[src/logic/deac_consts.vh]
/*
 Constants for the data nonvolatile store access controller.
 Assumes one 20 MHz system clock and a CPU special function register port.
*/
// What this block does
// - Five-bit location picks one of 32 bytes
// - Eight-bit data register, read/write, resets zero
// - Read trigger ignored while fetch enable clear
// - Hardware clears read trigger when byte valid
// - Fetched byte held until next operation
// - Write trigger must follow enable next instruction
// - Write trigger ignored while program enable clear
// - Write timed by independent slow timer
// - Hardware clears write trigger when stored
// - Program enable cleared at reset
// - Bank select resets to bank zero
// - Control register at 40h, bank one, indirect
// - Done flag set at each write end
// - Vector needs enable, global enable, stack room
// - Servicing clears done flag and global enable
`ifndef DEAC_CONSTS_VH
`define DEAC_CONSTS_VH

// Direct special function register offsets (decoded in either bank, except that 02h reaches the control register only in bank 1)
`define DEAC_IND_ADDR 8'h02
`define DEAC_BANK_ADDR 8'h04
`define DEAC_LOC_ADDR 8'h10
`define DEAC_DATA_ADDR 8'h11
`define DEAC_IRQ_ADDR 8'h12
// Indirect location of the control register (bank 1)
`define DEAC_CTRL_PTR 8'h40

// Control register fields
`define DEAC_CTRL_FETCH_TRIG 0
`define DEAC_CTRL_FETCH_EN 1
`define DEAC_CTRL_PROG_TRIG 2
`define DEAC_CTRL_PROG_EN 3
`define DEAC_CTRL_RESERVED 7

// Interrupt register fields
`define DEAC_IRQ_GIE 0
`define DEAC_IRQ_DONE_EN 1
`define DEAC_IRQ_DONE_FLAG 2

// Reset values
`define DEAC_RST_BYTE 8'h00
`define DEAC_RST_LOC 5'h00
`define DEAC_RST_BANK 1'b0

// Timing
`define DEAC_CLK_HZ 20000000
`define DEAC_FETCH_CYCLES 3'h4
`define DEAC_TICK_NS 31250
`define DEAC_TICK_DIV ((`DEAC_TICK_NS * (`DEAC_CLK_HZ / 1000000)) / 1000)
`define DEAC_WRITE_TICKS 64

`endif

[src/logic/deac_wtimer.v]
/*
 Write cycle timer: a slow tick divided from the system clock counts the
 programming time, independent of instruction timing.
 Assumes start is a one-cycle pulse and not repeated while busy.
*/
`timescale 1ns/1ps
`include "deac_consts.vh"
module deac_wtimer #(
   parameter TICK_DIV = `DEAC_TICK_DIV,
   parameter WRITE_TICKS = `DEAC_WRITE_TICKS
) (
   // Clock and reset
   input wire clk_in,
   input wire reset_in,
   // Control
   input wire start_in,
   output reg busy_out,
   output reg done_out
);
   reg [15:0] div_count;
   reg [15:0] tick_count;
   wire tick;

   // Free running slow tick, unrelated to the write start
   assign tick = (div_count == 16'h0000);

   // Divider
   always @(posedge clk_in) begin
      if (reset_in) begin
         div_count <= 16'h0000;
      end else if (tick) begin
         div_count <= TICK_DIV[15:0] - 16'h0001;
      end else begin
         div_count <= div_count - 16'h0001;
      end
   end

   // Tick counter, done pulse at the last tick
   always @(posedge clk_in) begin
      if (reset_in) begin
         busy_out <= 1'b0;
         done_out <= 1'b0;
         tick_count <= 16'h0000;
      end else begin
         done_out <= 1'b0;
         if (start_in && !busy_out) begin
            busy_out <= 1'b1;
            tick_count <= WRITE_TICKS[15:0];
         end else if (busy_out && tick) begin
            if (tick_count == 16'h0001) begin
               busy_out <= 1'b0;
               done_out <= 1'b1;
            end
            tick_count <= tick_count - 16'h0001;
         end
      end
   end
endmodule // deac_wtimer

[src/logic/deac_ctrl.v]
/*
 Data nonvolatile store access controller: location, data, control,
 bank select and interrupt registers, a 32-byte array, fetch and
 program sequencing and the write-done interrupt request.
 Assumes the CPU presents one register access per clock, marks each
 instruction boundary with instr_step_in, and gives the memory pointer
 value on mp_in for indirect accesses.
*/
`timescale 1ns/1ps
`include "deac_consts.vh"
module deac_ctrl #(
   parameter TICK_DIV = `DEAC_TICK_DIV,
   parameter WRITE_TICKS = `DEAC_WRITE_TICKS
) (
   // Clock and reset
   input wire clk_in,
   input wire reset_in,
   // CPU register port
   input wire [7:0] sfr_addr_in,
   input wire [7:0] mp_in,
   input wire sfr_wr_in,
   input wire sfr_rd_in,
   input wire [7:0] sfr_wdata_in,
   output reg [7:0] sfr_rdata_out,
   input wire instr_step_in,
   // Interrupt
   input wire stack_full_in,
   input wire irq_ack_in,
   output wire irq_vector_out,
   // Status
   output wire busy_out
);
   localparam ST_IDLE = 3'b001;
   localparam ST_FETCH = 3'b010;
   localparam ST_PROGRAM = 3'b100;

   reg [7:0] nvm_array [0:31];
   reg [4:0] nvm_location;
   reg [7:0] nvm_byte_data;
   reg fetch_enable;
   reg fetch_trig;
   reg program_enable;
   reg prog_trig;
   reg bank_select;
   reg global_irq_enable;
   reg nvm_done_irq_enable;
   reg nvm_done_flag;
   reg enable_fresh;
   reg [2:0] state;
   reg [2:0] fetch_count;
   reg [4:0] op_loc;
   reg [7:0] op_byte;
   reg wt_start;
   wire wt_busy;
   wire wt_done;
   wire [7:0] ctrl_value;
   wire wr_loc;
   wire wr_data;
   wire wr_bank;
   wire wr_irq;
   wire wr_ctrl;
   wire rd_ctrl;
   wire want_fetch;
   wire want_prog;
   wire start_fetch;
   wire start_prog;

   // Indirect access decode: control register is at 40h in bank 1
   function is_ctrl;
      input [7:0] addr;
      input [7:0] ptr;
      input bank;
      begin
         is_ctrl = (addr == `DEAC_IND_ADDR) && bank && (ptr == `DEAC_CTRL_PTR);
      end
   endfunction

   assign wr_loc = sfr_wr_in && (sfr_addr_in == `DEAC_LOC_ADDR);
   assign wr_data = sfr_wr_in && (sfr_addr_in == `DEAC_DATA_ADDR);
   assign wr_bank = sfr_wr_in && (sfr_addr_in == `DEAC_BANK_ADDR);
   assign wr_irq = sfr_wr_in && (sfr_addr_in == `DEAC_IRQ_ADDR);
   assign wr_ctrl = sfr_wr_in && is_ctrl(sfr_addr_in, mp_in, bank_select);
   assign rd_ctrl = is_ctrl(sfr_addr_in, mp_in, bank_select);

   // Trigger requests from a control write
   assign want_fetch = wr_ctrl && sfr_wdata_in[`DEAC_CTRL_FETCH_TRIG];
   assign want_prog = wr_ctrl && sfr_wdata_in[`DEAC_CTRL_PROG_TRIG];

   // Fetch needs enable already set; both triggers at once start nothing
   assign start_fetch = want_fetch && !want_prog && fetch_enable && (state == ST_IDLE);
   // Program needs enable set in the instruction just before
   assign start_prog = want_prog && !want_fetch && program_enable && enable_fresh
      && (state == ST_IDLE);

   // Control register image, reserved and unused bits read zero
   assign ctrl_value = {4'h0, program_enable, prog_trig, fetch_enable, fetch_trig};

   // Write-done vector request
   assign irq_vector_out = nvm_done_flag && nvm_done_irq_enable
      && global_irq_enable && !stack_full_in;
   assign busy_out = (state != ST_IDLE);

   // Write cycle timer
   deac_wtimer #(
      .TICK_DIV(TICK_DIV),
      .WRITE_TICKS(WRITE_TICKS)
   ) u_wtimer (
      .clk_in(clk_in),
      .reset_in(reset_in),
      .start_in(wt_start),
      .busy_out(wt_busy),
      .done_out(wt_done)
   );

   // Location and bank select registers
   always @(posedge clk_in) begin
      if (reset_in) begin
         nvm_location <= `DEAC_RST_LOC;
         bank_select <= `DEAC_RST_BANK;
      end else begin
         if (wr_loc) begin
            nvm_location <= sfr_wdata_in[4:0];
         end
         if (wr_bank) begin
            bank_select <= sfr_wdata_in[0];
         end
      end
   end

   // Control enables; program enable cleared at reset
   always @(posedge clk_in) begin
      if (reset_in) begin
         fetch_enable <= 1'b0;
         program_enable <= 1'b0;
      end else if (wr_ctrl) begin
         fetch_enable <= sfr_wdata_in[`DEAC_CTRL_FETCH_EN];
         program_enable <= sfr_wdata_in[`DEAC_CTRL_PROG_EN];
      end
   end

   // Marks that the enable was set in the previous instruction
   always @(posedge clk_in) begin
      if (reset_in) begin
         enable_fresh <= 1'b0;
      end else if (wr_ctrl && sfr_wdata_in[`DEAC_CTRL_PROG_EN] && !sfr_wdata_in[`DEAC_CTRL_PROG_TRIG]) begin
         enable_fresh <= 1'b1;
      end else if (instr_step_in || sfr_wr_in) begin
         enable_fresh <= 1'b0;
      end
   end

   // Sequencer, triggers and data register
   always @(posedge clk_in) begin
      if (reset_in) begin
         state <= ST_IDLE;
         fetch_trig <= 1'b0;
         prog_trig <= 1'b0;
         fetch_count <= 3'h0;
         op_loc <= 5'h00;
         op_byte <= 8'h00;
         wt_start <= 1'b0;
         nvm_byte_data <= `DEAC_RST_BYTE;
      end else begin
         wt_start <= 1'b0;
         if (wr_data && state != ST_FETCH) begin
            nvm_byte_data <= sfr_wdata_in;
         end
         case (state)
            ST_IDLE: begin
               if (start_fetch) begin
                  fetch_trig <= 1'b1;
                  op_loc <= nvm_location;
                  fetch_count <= `DEAC_FETCH_CYCLES;
                  state <= ST_FETCH;
               end else if (start_prog) begin
                  prog_trig <= 1'b1;
                  op_loc <= nvm_location;
                  op_byte <= wr_data ? sfr_wdata_in : nvm_byte_data;
                  wt_start <= 1'b1;
                  state <= ST_PROGRAM;
               end
            end
            ST_FETCH: begin
               if (fetch_count == 3'h1) begin
                  nvm_byte_data <= nvm_array[op_loc];
                  fetch_trig <= 1'b0;
                  state <= ST_IDLE;
               end
               fetch_count <= fetch_count - 3'h1;
            end
            ST_PROGRAM: begin
               if (wt_done) begin
                  prog_trig <= 1'b0;
                  state <= ST_IDLE;
               end
            end
            default: begin
               state <= ST_IDLE;
            end
         endcase
      end
   end

   // Array store at the end of the timed write
   always @(posedge clk_in) begin
      if (state == ST_PROGRAM && wt_done) begin
         nvm_array[op_loc] <= op_byte;
      end
   end

   // Interrupt enables and done flag; a new set beats a clear, except that service beats a CPU write setting the done flag
   always @(posedge clk_in) begin
      if (reset_in) begin
         global_irq_enable <= 1'b0;
         nvm_done_irq_enable <= 1'b0;
         nvm_done_flag <= 1'b0;
      end else begin
         if (wr_irq) begin
            global_irq_enable <= sfr_wdata_in[`DEAC_IRQ_GIE];
            nvm_done_irq_enable <= sfr_wdata_in[`DEAC_IRQ_DONE_EN];
         end else if (irq_ack_in) begin
            global_irq_enable <= 1'b0;
         end
         if (state == ST_PROGRAM && wt_done) begin
            nvm_done_flag <= 1'b1;
         end else if (irq_ack_in) begin
            nvm_done_flag <= 1'b0;
         end else if (wr_irq) begin
            nvm_done_flag <= sfr_wdata_in[`DEAC_IRQ_DONE_FLAG];
         end
      end
   end

   // Registered read data
   always @(posedge clk_in) begin
      if (reset_in) begin
         sfr_rdata_out <= 8'h00;
      end else if (sfr_rd_in) begin
         if (sfr_addr_in == `DEAC_LOC_ADDR) begin
            sfr_rdata_out <= {3'h0, nvm_location};
         end else if (sfr_addr_in == `DEAC_DATA_ADDR) begin
            sfr_rdata_out <= nvm_byte_data;
         end else if (sfr_addr_in == `DEAC_BANK_ADDR) begin
            sfr_rdata_out <= {7'h00, bank_select};
         end else if (sfr_addr_in == `DEAC_IRQ_ADDR) begin
            sfr_rdata_out <= {5'h00, nvm_done_flag, nvm_done_irq_enable, global_irq_enable};
         end else if (rd_ctrl) begin
            sfr_rdata_out <= ctrl_value;
         end else begin
            sfr_rdata_out <= 8'h00;
         end
      end
   end
endmodule // deac_ctrl

[config.mk]
export PLATFORM = sky130hd
export DESIGN_NAME = deac_ctrl
export DESIGN_NICKNAME = d
export VERILOG_FILES = /design/src/logic/deac_wtimer.v /design/src/logic/deac_ctrl.v
export VERILOG_INCLUDE_DIRS = /design/src /design/src/logic
export SDC_FILE = /design/constraint.sdc
export NUM_CORES = 1
export LEC_CHECK = 0
export BUFFER_PORTS_ARGS = -buffer_cell sky130_fd_sc_hd__buf_2
export CORE_MARGIN = 3
export CORE_UTILIZATION = 50
export DETAILED_ROUTE_END_ITERATION = 16
export HOLD_SLACK_MARGIN = 0.12
export PLACE_DENSITY = 0.69
export SLEW_MARGIN = 20
export SYNTH_ARGS = -nofsm -noshare
export SYNTH_HDL_FRONTEND = slang
export SYNTH_HIERARCHICAL = 1
export SYNTH_SLANG_ARGS = --single-unit
[constraint.sdc]
create_clock -name clk_in -period 2.55 [get_ports clk_in]
set_clock_uncertainty 0.2 [all_clocks]
set_input_delay 0.255 -clock clk_in [delete_from_list [all_inputs] [get_ports clk_in]]
set_output_delay 0.255 -clock clk_in [all_outputs]
set_load 0.02 [all_outputs]
==> impl_results.md <==
- Status: finished, final reports clean
- Netlist cell types: 64
- Yosys reg bits: 345
- Syn Inst Count: 968
- DR pass1 iterations: 5
- VDD IR max: 584 uV
- Design area: 0.0168 sq mm
- Worst Setup Start Kind: register
- Slew HR: 50.3%
- Num CTS Buffers: 36
- Top cells by area, synth: edfxtp_1, dfxtp_1, mux4_2, mux2i_1, nor2_1
- Filler instances: 2124
- Max H-tree Level: 2
- Die ar.: 0.0304 sq mm
- Largest net degree at the start of global routing: 36
- Yosys top cell area share: 54.2%
- RSZ-0062 raised after global routing: no
- Final wirelength: 32.3 mm
- Final hold vios: 0
- Placed cells: 1426
- Routed vias/inst: 5.85
- Drt wl/cell: 21.3 um
- Max_cap viols: 0
- Post-Syn Nets: 1004
- WP data required: 2.72 ns
- Ys Warns: 6
- Synth Flop Type: edfxtp_1
- Layout cells sized above 1: 25.2%
- Congestion Overflow GR: 0
- Seq/Total Area, Yosys: 66.8%
- Synth area leader: edfxtp_1
- Via count: 8873
- Post-route antenna net violation count: 0
- Die height: 174 um
- CP max FO: 3
- Final setup TNS: 0 ns
- Worst-Margin Slew: 0.744 ns
- Vias in the first global route: 8969
- Hold crit path type: in2reg
- P per Cell Area: 717 mW/mm^2
- # clock sinks: 345
- Post-synthesis area per instance: 14.7 sq um
- Slowest stage delay, CP: 0.48 ns
- Die width: 174 um
- Rows: 61
- Max Slew Vio Count: 0
- Crit-path slowest cell: or4b_4
- Area delta synth->final: 18.7%
- Worst skew pair latency: 0.51 ns
- Nets@finish: 1148
- Clock Root Buffer: clkbuf_16
- Detailed Place HPWL: 21.1 mm
- CTS tree: yes
- Core Box Area: 0.0279 sq mm
- Final setup viols: 0
- DR iter-0 viols: 855
- Final critical-path share of the clock period: 97.5%
- Asr flop ratio synth: 0%
- CP endpoint kind: register
- Number of synthesized flops with an enable pin: 256
- Final weighted congestion in routability-driven placement: 0.843
- Cell area after synthesis: 0.0142 sq mm
- Ports: 41
- Final min period: 2.49 ns
- Clock Tree Buf Depth: 3
- Synth top cells by count: edfxtp_1, dfxtp_1, nor2_1
- Critical path class: reg2reg
- Worst EP arrival: 2.65 ns
- P_leak: 5.02 nW
- Finished Layout Cells: 1518
- Most frequent cell after synthesis: edfxtp_1
- IO Port Bufs: 40
- Dpl cell area: 0.0154 sq mm
- Fmax: 402 MHz
- CTS clock-pin slew for the worst setup and hold paths: 0.06 ns
- ANT cells: 0
- Residual DRC count: 0
- Initial Utilization: 50.9%
- Gr usage total: 21.4%
- Initial antenna violation count: 0
- Critical-path cell list: or4b_4, or3_1, or4_1, buf_4, nor3_1, o41ai_1
- First-pass GRT wire length: 50.8 mm
critical path, delay by kind of cell (launching register included):
family / cells / cell delay [ns]
AND/OR/NAND/NOR: 4 / 1.53
flip-flops: 1 / 0.34
buffers and inverters: 1 / 0.17
AO/OA/AOI/OAI: 1 / 0.11
cells in the final DEF (no fill, tap or decap), drive strengths merged, types with 25 or more instances in the layout:
cell type,Yosys,routed
edfxtp,256,256
buf,20,135
nor2,89,89
dfxtp,89,89
mux4,52,52
clkbuf,33,49
mux2i,41,41
nand2,38,38
nand3,32,32
a21oi,28,28
mux2,25,25
routing by layer:
metal	global-route usage (%)	vias to the layer above	wire length, um
met4	6.40	0	682
met3	4.15	53	1890
li1	-	4096	-
met2	34.4	260	15400
met5	0	-	0
met1	30.0	4464	14300
through the flow:
| stage | setup slack, ns | util, % | hold WS, ns | power (W) |
|---|---|---|---|---|
| 2_1_floorplan | 0.00185 | - | 0.199 | 0.00690 |
| 3_3_place_gp | 0.00871 | 55.3 | 0.237 | 0.00712 |
| 3_5_place_dp | 0.0117 | 55.3 | 0.253 | 0.00714 |
| 4_1_cts | 0.0828 | 60.3 | 0.128 | 0.0122 |
| 5_1_grt | 0.00833 | 60.4 | 0.165 | 0.0126 |
| 6_report | 0.0648 | 60.4 | 0.138 | 0.0121 |
what timing repair did:
item,in CTS,in global routing
gates resized for setup,0,1
hold buffers,24,0
hold endpoints to repair,42,0
setup endpoints to repair,0,6
setup buffers,0,2
sequential cells by signal (all words and copies together) (netlist names), 3 cells and up, named ones only:
signal / count
fetch_count: 3
nvm_array: 256
nvm_byte_data: 8
nvm_location: 5
op_byte: 8
op_loc: 5
sfr_rdata_out: 8
state: 3
u_wtimer/div_count: 16
u_wtimer/tick_count: 16
kinds of logic after synthesis:
| logic type | Yosys count | synth area share [%] |
|---|---|---|
| AO/OA/AOI/OAI | 120 | 5.85 |
| XOR/XNOR | 9 | 0.556 |
| AND/OR/NAND/NOR | 302 | 11.3 |
| buffers and inverters | 69 | 1.97 |
| adder cells (fa/ha/maj) | 5 | 0.441 |
| flip-flops | 345 | 66.8 |
| multiplexers | 118 | 13.1 |
power by group:
group	switching [W]	internal (W)
combinational	0.000495	0.000389
sequential	0.000112	0.00605
clock	0.00204	0.00299
total	0.00265	0.00943
path summary, 6_finish.rpt:
kind | slack (ns) | to | start | depth (start not counted)
worst min-delay path | 0.14 | sfr_rdata_out[1]$_SDFFE_PP0P_ | sfr_addr_in[2] | 4
worst max-delay path | 0.06 | fetch_count[1]$_SDFFE_PP0P_ | bank_select$_SDFFE_PP0P_ | 6
worst min register to register | 0.27 | u_wtimer/tick_count[13]$_SDFFE_PP0P_ | u_wtimer/tick_count[13]$_SDFFE_PP0P_ | 2
worst max register to register | 0.06 | fetch_count[1]$_SDFFE_PP0P_ | bank_select$_SDFFE_PP0P_ | 6
layout make-up:
| type | instances | area (sq um) | share of cell area, % |
|---|---|---|---|
| inverter | 16 | 60.1 | 0.357 |
| sequential | 345 | 9470 | 56.3 |
| clock buffer | 49 | 1010 | 6.00 |
| timing repair buffer | 159 | 1230 | 7.30 |
| clock inverter | 17 | 139 | 0.825 |
| multi-input combinational | 554 | 4450 | 26.4 |
| tap | 378 | 473 | 2.81 |
(Power assumes the default switching activity.)
